--- config.mk ---
export PLATFORM = sky130hd
export DESIGN_NAME = rwsc_top
export DESIGN_NICKNAME = d
export VERILOG_FILES = /design/src/rtl/rwsc_pkg.sv /design/src/rtl/rwsc_tmr_if.sv /design/src/rtl/rwsc_timer.sv /design/src/rtl/rwsc_wake.sv /design/src/rtl/rwsc_top.sv
export VERILOG_INCLUDE_DIRS = /design/src /design/src/rtl
export SDC_FILE = /design/constraint.sdc
export NUM_CORES = 1
export LEC_CHECK = 0
export ABC_AREA = 1
export ABC_CLOCK_PERIOD_IN_PS = 8900
export BUFFER_PORTS_ARGS = -buffer_cell sky130_fd_sc_hd__buf_2
export CAP_MARGIN = 10
export CORE_MARGIN = 2
export CORE_UTILIZATION = 60
export CTS_CLUSTER_DIAMETER = 80
export DETAILED_ROUTE_END_ITERATION = 7
export PLACE_DENSITY_LB_ADDON = 0.12
export SYNTH_ARGS = -nofsm -noshare
export SYNTH_HDL_FRONTEND = slang
export SYNTH_HIERARCHICAL = 1
export SYNTH_SLANG_ARGS = --single-unit
--- constraint.sdc ---
create_clock -name clk -period 8.9 [get_ports clk]
set_input_delay 0.445 -clock clk [delete_from_list [all_inputs] [get_ports clk]]
set_output_delay 0.445 -clock clk [all_outputs]
set_load 0.01 [all_outputs]
--- src/rtl/rwsc_map.svh ---
// Offsets, field positions, reset values and timing for the reset and suspend controller
`ifndef RWSC_MAP_SVH
`define RWSC_MAP_SVH

// ==========================================================================
// Clock and times (times in microseconds)
`define RWSC_CLK_MHZ          25
`define RWSC_IGNORE_US        1000
`define RWSC_SEMI_US          95000
`define RWSC_WDT_US           8000
`define RWSC_WDR_US           2000
`define RWSC_WAKE_US          1000
`define RWSC_TMR_W            22

// ==========================================================================
// I/O register offsets
`define RWSC_ADDR_USB_IE      8'h20
`define RWSC_ADDR_WDT_RESTART 8'h26
`define RWSC_ADDR_PSC         8'hff

// ==========================================================================
// Status and control fields and values
`define RWSC_PSC_RUN          0
`define RWSC_PSC_SUSPEND      3
`define RWSC_PSC_POR          4
`define RWSC_PSC_WDR          6
`define RWSC_PSC_POR_VAL      8'h11
`define RWSC_PSC_WDR_VAL      8'h41
`define RWSC_PSC_WDR_KEEP     8'h10
`define RWSC_USB_IE_BUSRST    0
`define RWSC_USB_IE_RST       8'h00
`define RWSC_RESTART_PC       14'h0000
`define RWSC_SP_RESET         8'h00

`endif

--- src/rtl/rwsc_pkg.sv ---
// Types shared by the reset, watchdog and suspend controller
package rwsc_pkg;

  // ========================================================================
  // Sequencer states
  typedef enum logic [2:0] {
    S_POR,
    S_IGNORE,
    S_SEMI,
    S_RUN,
    S_WDR,
    S_SUSP,
    S_WAKE
  } rwsc_state_type;

  // ========================================================================
  // Whole state of the top module
  typedef struct packed {
    rwsc_state_type st;
    logic [7:0]     psc;
    logic [7:0]     usb_ie;
    logic           bus_pend;
    logic           defer;
    logic           restart;
    logic [7:0]     rdata;
  } rwsc_top_state_type;

endpackage : rwsc_pkg

--- src/rtl/rwsc_tmr_if.sv ---
// Control and status bundle between the controller and one interval timer
`timescale 1ns/100ps
interface rwsc_tmr_if #(
  parameter int W = 22
);
  logic         clr;
  logic [W-1:0] limit;
  logic         done;

  modport ctrl (output clr, output limit, input done);
  modport tmr  (input clr, input limit, output done);
endinterface : rwsc_tmr_if

--- src/rtl/rwsc_timer.sv ---
// Saturating interval counter used for the sequencer and the watchdog
`timescale 1ns/100ps
module rwsc_timer #(
  parameter int W = 22
) (
  input  wire logic clk,
  input  wire logic nrst,
  rwsc_tmr_if.tmr   tif
);
  import rwsc_pkg::*;

  typedef struct packed {
    logic [W-1:0] cnt;
  } rwsc_tmr_state_type;

  rwsc_tmr_state_type s_q;
  rwsc_tmr_state_type s_d;

  // ========================================================================
  // Count up to the limit and stay there until cleared
  always_comb begin
    s_d = s_q;
    if (tif.clr) begin
      s_d.cnt = '0;
    end else if (s_q.cnt != tif.limit) begin
      s_d.cnt = s_q.cnt + {{(W-1){1'b0}}, 1'b1};
    end
  end

  always_ff @(posedge clk or negedge nrst) begin
    if (!nrst) begin
      s_q <= '0;
    end else begin
      s_q <= s_d;
    end
  end

  // Level, holds while saturated so a late reader cannot miss it
  assign tif.done = (s_q.cnt == tif.limit);

endmodule : rwsc_timer

--- src/rtl/rwsc_wake.sv ---
// Gathers suspend wake sources into one registered wake request
`timescale 1ns/100ps
module rwsc_wake #(
  parameter int NDOWN = 4
) (
  input  wire logic             clk,
  input  wire logic             nrst,
  input  wire logic             gpio_irq,
  input  wire logic             up_active,
  input  wire logic [NDOWN-1:0] down_active,
  output logic                  wake
);
  import rwsc_pkg::*;

  typedef struct packed {
    logic wake;
  } rwsc_wake_state_type;

  rwsc_wake_state_type s_q;
  rwsc_wake_state_type s_d;

  // ========================================================================
  // Only enabled GPIO events and non-idle bus activity count
  always_comb begin
    s_d      = s_q;
    s_d.wake = gpio_irq | up_active | (|down_active);
  end

  always_ff @(posedge clk or negedge nrst) begin
    if (!nrst) begin
      s_q <= '0;
    end else begin
      s_q <= s_d;
    end
  end

  assign wake = s_q.wake;

endmodule : rwsc_wake

--- src/rtl/rwsc_top.sv ---
// Reset, watchdog and suspend controller of the USB microcontroller
//
// Summary of operation
// - Any reset restores defaults, clears addresses, interrupts
// - Status bit 4 marks power-on, bit 6 watchdog
// - Fetch restarts from address zero after reset
// - Reset entry pushes nothing onto program stack
// - Power-on reset holds CPU, other blocks run; ftimer_run stays off until S_RUN
// - Good supply and stable oscillator start timer
// - First 1 ms ignores events, then 95 ms
// - Bus reset aborts wait; interrupt stays pending
// - Any write to restart register clears watchdog
// - Watchdog unserviced for 8 ms causes reset
// - Watchdog reset loads status with 010X0001
// - Watchdog reset lasts 2 ms, then restart
// - After watchdog reset, transmitter off, address 0
// - Suspend stops oscillator, PLL, timers, watchdog
// - Only GPIO interrupt or bus activity wakes
// - Oscillator restarts; full operation 1 ms later
// - Next instruction runs before any interrupt service
// - Low supply reasserts power-on reset and sequence
`timescale 1ns/100ps
`include "rwsc_map.svh"
module rwsc_top #(
  parameter int W          = `RWSC_TMR_W,
  parameter int NDOWN      = 4,
  parameter int IGNORE_CYC = `RWSC_IGNORE_US * `RWSC_CLK_MHZ,
  parameter int SEMI_CYC   = `RWSC_SEMI_US * `RWSC_CLK_MHZ,
  parameter int WDT_CYC    = `RWSC_WDT_US * `RWSC_CLK_MHZ,
  parameter int WDR_CYC    = `RWSC_WDR_US * `RWSC_CLK_MHZ,
  parameter int WAKE_CYC   = `RWSC_WAKE_US * `RWSC_CLK_MHZ
) (
  input  wire logic             clk,
  input  wire logic             nrst,
  input  wire logic             supply_ok,
  input  wire logic             osc_stable,
  input  wire logic [7:0]       io_addr,
  input  wire logic [7:0]       io_wdata,
  input  wire logic             io_wr,
  input  wire logic             io_rd,
  output logic      [7:0]       io_rdata,
  input  wire logic             usb_bus_reset,
  input  wire logic             bus_reset_ack,
  input  wire logic             int_enabled,
  input  wire logic             cpu_instr_done,
  input  wire logic             usb_addr_nonzero,
  input  wire logic             gpio_wake_irq,
  input  wire logic             usb_up_active,
  input  wire logic [NDOWN-1:0] usb_down_active,
  output logic                  cpu_hold,
  output logic                  cpu_restart,
  output logic      [13:0]      restart_pc,
  output logic      [7:0]       stack_ptr_reset,
  output logic                  stack_push_inhibit,
  output logic                  sys_reset,
  output logic                  usb_addr_clear,
  output logic                  usb_tx_enable,
  output logic                  osc_enable,
  output logic                  pll_enable,
  output logic                  ftimer_run,
  output logic                  irq_inhibit,
  output logic                  bus_reset_irq
);
  import rwsc_pkg::*;

  rwsc_top_state_type s_q;
  rwsc_top_state_type s_d;
  logic               wake;
  logic               wr_psc;
  logic               wr_usb_ie;
  logic               wr_wdt;

  rwsc_tmr_if #(.W(W)) seq_if ();
  rwsc_tmr_if #(.W(W)) wdt_if ();

  // ========================================================================
  // Sub-blocks
  rwsc_timer #(.W(W)) u_seq_tmr (
    .clk  (clk),
    .nrst (nrst),
    .tif  (seq_if)
  );

  rwsc_timer #(.W(W)) u_wdt_tmr (
    .clk  (clk),
    .nrst (nrst),
    .tif  (wdt_if)
  );

  rwsc_wake #(.NDOWN(NDOWN)) u_wake (
    .clk         (clk),
    .nrst        (nrst),
    .gpio_irq    (gpio_wake_irq),
    .up_active   (usb_up_active),
    .down_active (usb_down_active),
    .wake        (wake)
  );

  // ========================================================================
  // Register decode; the CPU can only write while it runs
  assign wr_psc    = io_wr && (s_q.st == S_RUN) && (io_addr == `RWSC_ADDR_PSC);
  assign wr_usb_ie = io_wr && (s_q.st == S_RUN) && (io_addr == `RWSC_ADDR_USB_IE);
  assign wr_wdt    = io_wr && (s_q.st == S_RUN) && (io_addr == `RWSC_ADDR_WDT_RESTART);

  // Watchdog only runs with the CPU; held clear in every other state
  assign wdt_if.clr   = (s_q.st != S_RUN) || wr_wdt;
  assign wdt_if.limit = WDT_CYC[W-1:0];

  // Sequencer interval chosen by the current phase
  always_comb begin
    case (s_q.st)
      S_IGNORE: seq_if.limit = IGNORE_CYC[W-1:0];
      S_SEMI:   seq_if.limit = SEMI_CYC[W-1:0];
      S_WDR:    seq_if.limit = WDR_CYC[W-1:0];
      S_WAKE:   seq_if.limit = WAKE_CYC[W-1:0];
      default:  seq_if.limit = IGNORE_CYC[W-1:0];
    endcase
  end

  // Restart the interval on every phase change; wake waits for the oscillator
  always_comb begin
    seq_if.clr = (s_d.st != s_q.st) || (s_q.st == S_POR) || (s_q.st == S_RUN) ||
                 (s_q.st == S_SUSP) || ((s_q.st == S_WAKE) && !osc_stable);
  end

  // ========================================================================
  // Sequencer and register file next state
  always_comb begin
    s_d         = s_q;
    s_d.restart = 1'b0;

    // Software writes; cause flags stay as they are otherwise
    if (wr_psc) begin
      s_d.psc = io_wdata;
    end
    if (wr_usb_ie) begin
      s_d.usb_ie = io_wdata;
    end

    // Acknowledge first so a new bus reset in the same cycle wins
    if (bus_reset_ack) begin
      s_d.bus_pend = 1'b0;
    end
    if (cpu_instr_done) begin
      s_d.defer = 1'b0;
    end

    case (s_q.st)
      S_POR: begin
        if (supply_ok && osc_stable) begin
          s_d.st = S_IGNORE;
        end
      end
      S_IGNORE: begin
        // Bus reset deliberately not looked at here
        if (seq_if.done) begin
          s_d.st = S_SEMI;
        end
      end
      S_SEMI: begin
        if (usb_bus_reset) begin
          s_d.st       = S_RUN;
          s_d.restart  = 1'b1;
          s_d.bus_pend = 1'b1;
        end else if (seq_if.done) begin
          s_d.st      = S_RUN;
          s_d.restart = 1'b1;
        end
      end
      S_RUN: begin
        if (usb_bus_reset) begin
          s_d.bus_pend = 1'b1;
        end
        if (wdt_if.done) begin
          s_d.st     = S_WDR;
          s_d.psc    = `RWSC_PSC_WDR_VAL | (s_q.psc & `RWSC_PSC_WDR_KEEP);
          s_d.usb_ie = `RWSC_USB_IE_RST;
          s_d.defer  = 1'b0;
        end else if (wr_psc && io_wdata[`RWSC_PSC_SUSPEND]) begin
          s_d.st = S_SUSP;
        end
      end
      S_WDR: begin
        if (seq_if.done) begin
          s_d.st      = S_RUN;
          s_d.restart = 1'b1;
        end
      end
      S_SUSP: begin
        // Without the run bit the part stays asleep
        if (wake && s_q.psc[`RWSC_PSC_RUN]) begin
          s_d.st = S_WAKE;
        end
      end
      S_WAKE: begin
        if (osc_stable && seq_if.done) begin
          s_d.st                    = S_RUN;
          s_d.defer                 = 1'b1;
          s_d.psc[`RWSC_PSC_SUSPEND] = 1'b0;
        end
      end
      default: begin
        s_d.st = S_POR;
      end
    endcase

    // Read data captured on the strobe; unmapped and write-only read zero
    if (io_rd) begin
      case (io_addr)
        `RWSC_ADDR_USB_IE: s_d.rdata = s_q.usb_ie;
        `RWSC_ADDR_PSC:    s_d.rdata = s_q.psc;
        default:           s_d.rdata = 8'h00;
      endcase
    end

    // Supply loss overrides everything and restarts the whole sequence
    if (!supply_ok) begin
      s_d.st       = S_POR;
      s_d.psc      = `RWSC_PSC_POR_VAL;
      s_d.usb_ie   = `RWSC_USB_IE_RST;
      s_d.bus_pend = 1'b0;
      s_d.defer    = 1'b0;
      s_d.restart  = 1'b0;
    end
  end

  always_ff @(posedge clk or negedge nrst) begin
    if (!nrst) begin
      s_q.st       <= S_POR;
      s_q.psc      <= `RWSC_PSC_POR_VAL;
      s_q.usb_ie   <= `RWSC_USB_IE_RST;
      s_q.bus_pend <= 1'b0;
      s_q.defer    <= 1'b0;
      s_q.restart  <= 1'b0;
      s_q.rdata    <= 8'h00;
    end else begin
      s_q <= s_d;
    end
  end

  // ========================================================================
  // Outputs to the CPU core, USB function and clock blocks
  assign io_rdata           = s_q.rdata;
  assign cpu_hold           = (s_q.st != S_RUN);
  assign cpu_restart        = s_q.restart;
  assign restart_pc         = `RWSC_RESTART_PC;
  assign stack_ptr_reset    = `RWSC_SP_RESET;
  assign sys_reset          = (s_q.st == S_POR) || (s_q.st == S_WDR);
  assign stack_push_inhibit = s_q.restart || sys_reset;
  assign usb_addr_clear     = sys_reset;
  assign usb_tx_enable      = (s_q.st == S_RUN) && usb_addr_nonzero;
  assign osc_enable         = (s_q.st != S_SUSP);
  assign pll_enable         = (s_q.st != S_SUSP);
  assign ftimer_run         = (s_q.st == S_RUN);
  assign irq_inhibit        = s_q.defer || cpu_hold;
  assign bus_reset_irq      = s_q.bus_pend && s_q.usb_ie[`RWSC_USB_IE_BUSRST] &&
                              int_enabled && !irq_inhibit;
endmodule : rwsc_top

==> impl_results.md <==
- Endpoints failing hold: 0
- Crit path top cell by count: sky130_fd_sc_hd__nand2_1
- Setup fix buffers added after clock tree synthesis: 0
- Post-detailed-route wirelength per cell: 11.4 um
- # diodes: 0
- Post-detailed-route count of antenna-violating nets: 0
- Total CTS buffers: 9
- Reg-to-Reg Start: s_q[29]
- Placer Congestion: 0.924
- Endpoint type of the worst setup path: flop
- Share of post-route cells with drive strength above 1: 0.133
- Post-DP HPWL: 9620 um
- Area growth from synthesis to final layout: 6.96%
- Most instantiated flip-flop cell in the synthesis netlist: sky130_fd_sc_hd__dfrtp_1
- Worst Max-Slew Pin Slew: 0.966 ns
- Synth unique cells: 35
- Initial DRC count: 292
- Vias in the first global route: 5217
- CTS root buf: sky130_fd_sc_hd__clkbuf_8
- Total routing usage reported by global routing: 0.251
- Finish-stage setup viols: 0
- Ys async rst share: 1.00
- Share of the clock period used by the worst path: 0.516
- Clock Pin Slew Worst Setup and Hold Paths: 0.10 ns
- Clk buf depth: 2
- Largest stage delay on the critical path: 0.64 ns
- TritonCTS clock tree: yes
- Status: completed
- RSZ-0062 raised after global routing: no
- Library cell contributing the largest single delay on the critical path: sky130_fd_sc_hd__dfrtp_1
- Post-synth top cells: sky130_fd_sc_hd__nand2_1 (308), sky130_fd_sc_hd__inv_1 (139), sky130_fd_sc_hd__nor2_1 (138)
- Static leakage power: 3.51 nW
- Final setup skew: 0.00999 ns
- Post-synth EDFFs: 0
- Most common cell in the synthesized netlist: sky130_fd_sc_hd__nand2_1
- Max Clk Rate: 218 MHz
- Gate Count Post-Synth: 972
- Area of the multi-input gates: 3640 um2
- Vertical extent of the die: 107 um
- Crit path arrival time: 4.89 ns
- Family with the most delay on the worst path: simple AND/OR/NAND/NOR gates
- Count of H-tree levels built during CTS: 3
- Maximum number of pins on one net before global-route repair: 76
- Net count of the finished layout: 1086
- Die span in x: 107 um
- Count of clock tree sinks: 75
- Warnings from Yosys: 6
- Final Slew Violations: 0
- Sequential cell area: 1880 um2
- Maximum Capacitance Violations: 0
- Startpoint kind of the worst setup timing path: flop
- Die footprint: 11400 um2
- Cell Pwr Density: 100 nW/um2
- Via density per instance: 4.84
- Number of standard-cell rows in the floorplan: 37
- # port buffers: 51
- Seq cells post-synth: 75
- Floorplan Core Area: 10300 um2
- Final routed DRC violation total: 0
- Starting density of the core: 0.614
- Share of Yosys cell area claimed by the top area cell type: 0.290
- Hold bufs inserted after CTS: 0
- Worst setup path class: reg -> reg
- Detailed-route via count: 5770
- Sequential area share after synthesis: 0.298
- Mean post-synth cell area: 6.49 um2
- Overall power consumption: 677 uW
- Post-synthesis cell type with the largest combined area: sky130_fd_sc_hd__dfrtp_1
- Top cells by area, synth: sky130_fd_sc_hd__dfrtp_1 (29%), sky130_fd_sc_hd__nand2_1 (18%), sky130_fd_sc_hd__inv_1 (8.3%)
- DRT Wirelength: 13600 um
- Filler Cell Count: 1021
- Quantity of gates resized following cts: 0
- Grt ovf: 0
- Io pins: 74
- Clock latency on the worst-skew pair: 0.37 ns
- Total standard cell area after synthesis: 6310 um2
- Final period demand of the worst path: 4.59 ns
- Maximum ir drop on the vdd rail: 0.0000738 V
- CP Launch Point: s_q[29]
- CP Data Required Time: 9.20 ns
- Total Neg Setup Slack: 0 ns
- Number of iterations in the first detailed-routing pass: 5
- Crit path max fanout: 38
- Wire length of the first global-routing pass: 23200 um
- Slew Limit Headroom: 0.355
- Worst hold path class: in -> async
- CP Buf/Inv Count: 7
- Number of antenna violations at the first check in global routing: 0
[area by class of cell]
type / count / area share
repair buffers: 54 / 0.0415
inverters: 155 / 0.0862
flip-flops and latches: 75 / 0.279
clock buffers: 9 / 0.0184
clock inverters: 7 / 0.0100
multi-input cells: 756 / 0.540
well taps: 136 / 0.0252
[worst paths after layout]
kind	end	slack (ns)	depth (start not counted)
setup / recovery	u_seq_tmr/s_q[9]	4.31	25
hold / removal	u_wdt_tmr/s_q[15]	0.21	1
setup reg to reg	u_seq_tmr/s_q[9]	4.31	25
hold reg to reg	io_rdata[1]	0.48	1
max in group asynchronous	u_seq_tmr/s_q[8]	8.05	1
min in group clk	u_wake/wake	0.26	3
[cell usage in the layout (no fill, tap or decap), types with 16 or more instances in the layout]
master	synthesis	layout
sky130_fd_sc_hd__dfrtp_1	73	73
sky130_fd_sc_hd__conb_1	2	81
sky130_fd_sc_hd__nand3_2	32	32
sky130_fd_sc_hd__xor2_1	28	28
sky130_fd_sc_hd__nor2_1	138	138
sky130_fd_sc_hd__nand3_1	35	35
sky130_fd_sc_hd__inv_2	16	16
sky130_fd_sc_hd__buf_2	12	50
sky130_fd_sc_hd__nand2_1	308	308
sky130_fd_sc_hd__nand4_1	49	49
sky130_fd_sc_hd__inv_1	139	139
[metrics by stage]
step,instances,hold slack (ns),util,instance area [um2],setup slack (ns)
2_1_floorplan,1051,0.149,-,6610,5.70
3_3_place_gp,1176,0.459,0.638,6560,4.51
3_5_place_dp,1176,0.463,0.638,6560,4.38
4_1_cts,1192,0.244,0.657,6750,4.31
5_1_grt,1192,0.277,0.657,6750,3.64
6_report,1192,0.206,0.657,6750,4.31
[flip-flops by register name, summed over array words and instances (netlist names)]
signal         cells
u_seq_tmr/s_q     22
u_wdt_tmr/s_q     22
s_q               21
io_rdata           8
cpu_restart        1
u_wake/wake        1
[cell families after synthesis]
group,after synthesis,synth area share
compound gates,50,0.0506
xor+xnor,30,0.0417
fa+ha+maj,2,0.00397
buf+inv,220,0.171
flops,75,0.298
other cells,2,0.00119
simple gates,593,0.433
[metal layers]
layer  GRT usage  vias to the layer above  share of wire
met5           0                        -              0
met4      0.0594                        0          0.016
met3      0.0484                       19          0.039
met2       0.425                      108           0.47
met1       0.334                     2581           0.48
li1            -                     3062              -
[report_power, final]
part / switching, mW / leakage, nW / internal [mW]
clock: 0.158 / 0.0958 / 0.109
combinational: 0.0442 / 2.39 / 0.0201
sequential: 0.00253 / 1.02 / 0.344
(Power assumes the default switching activity.)
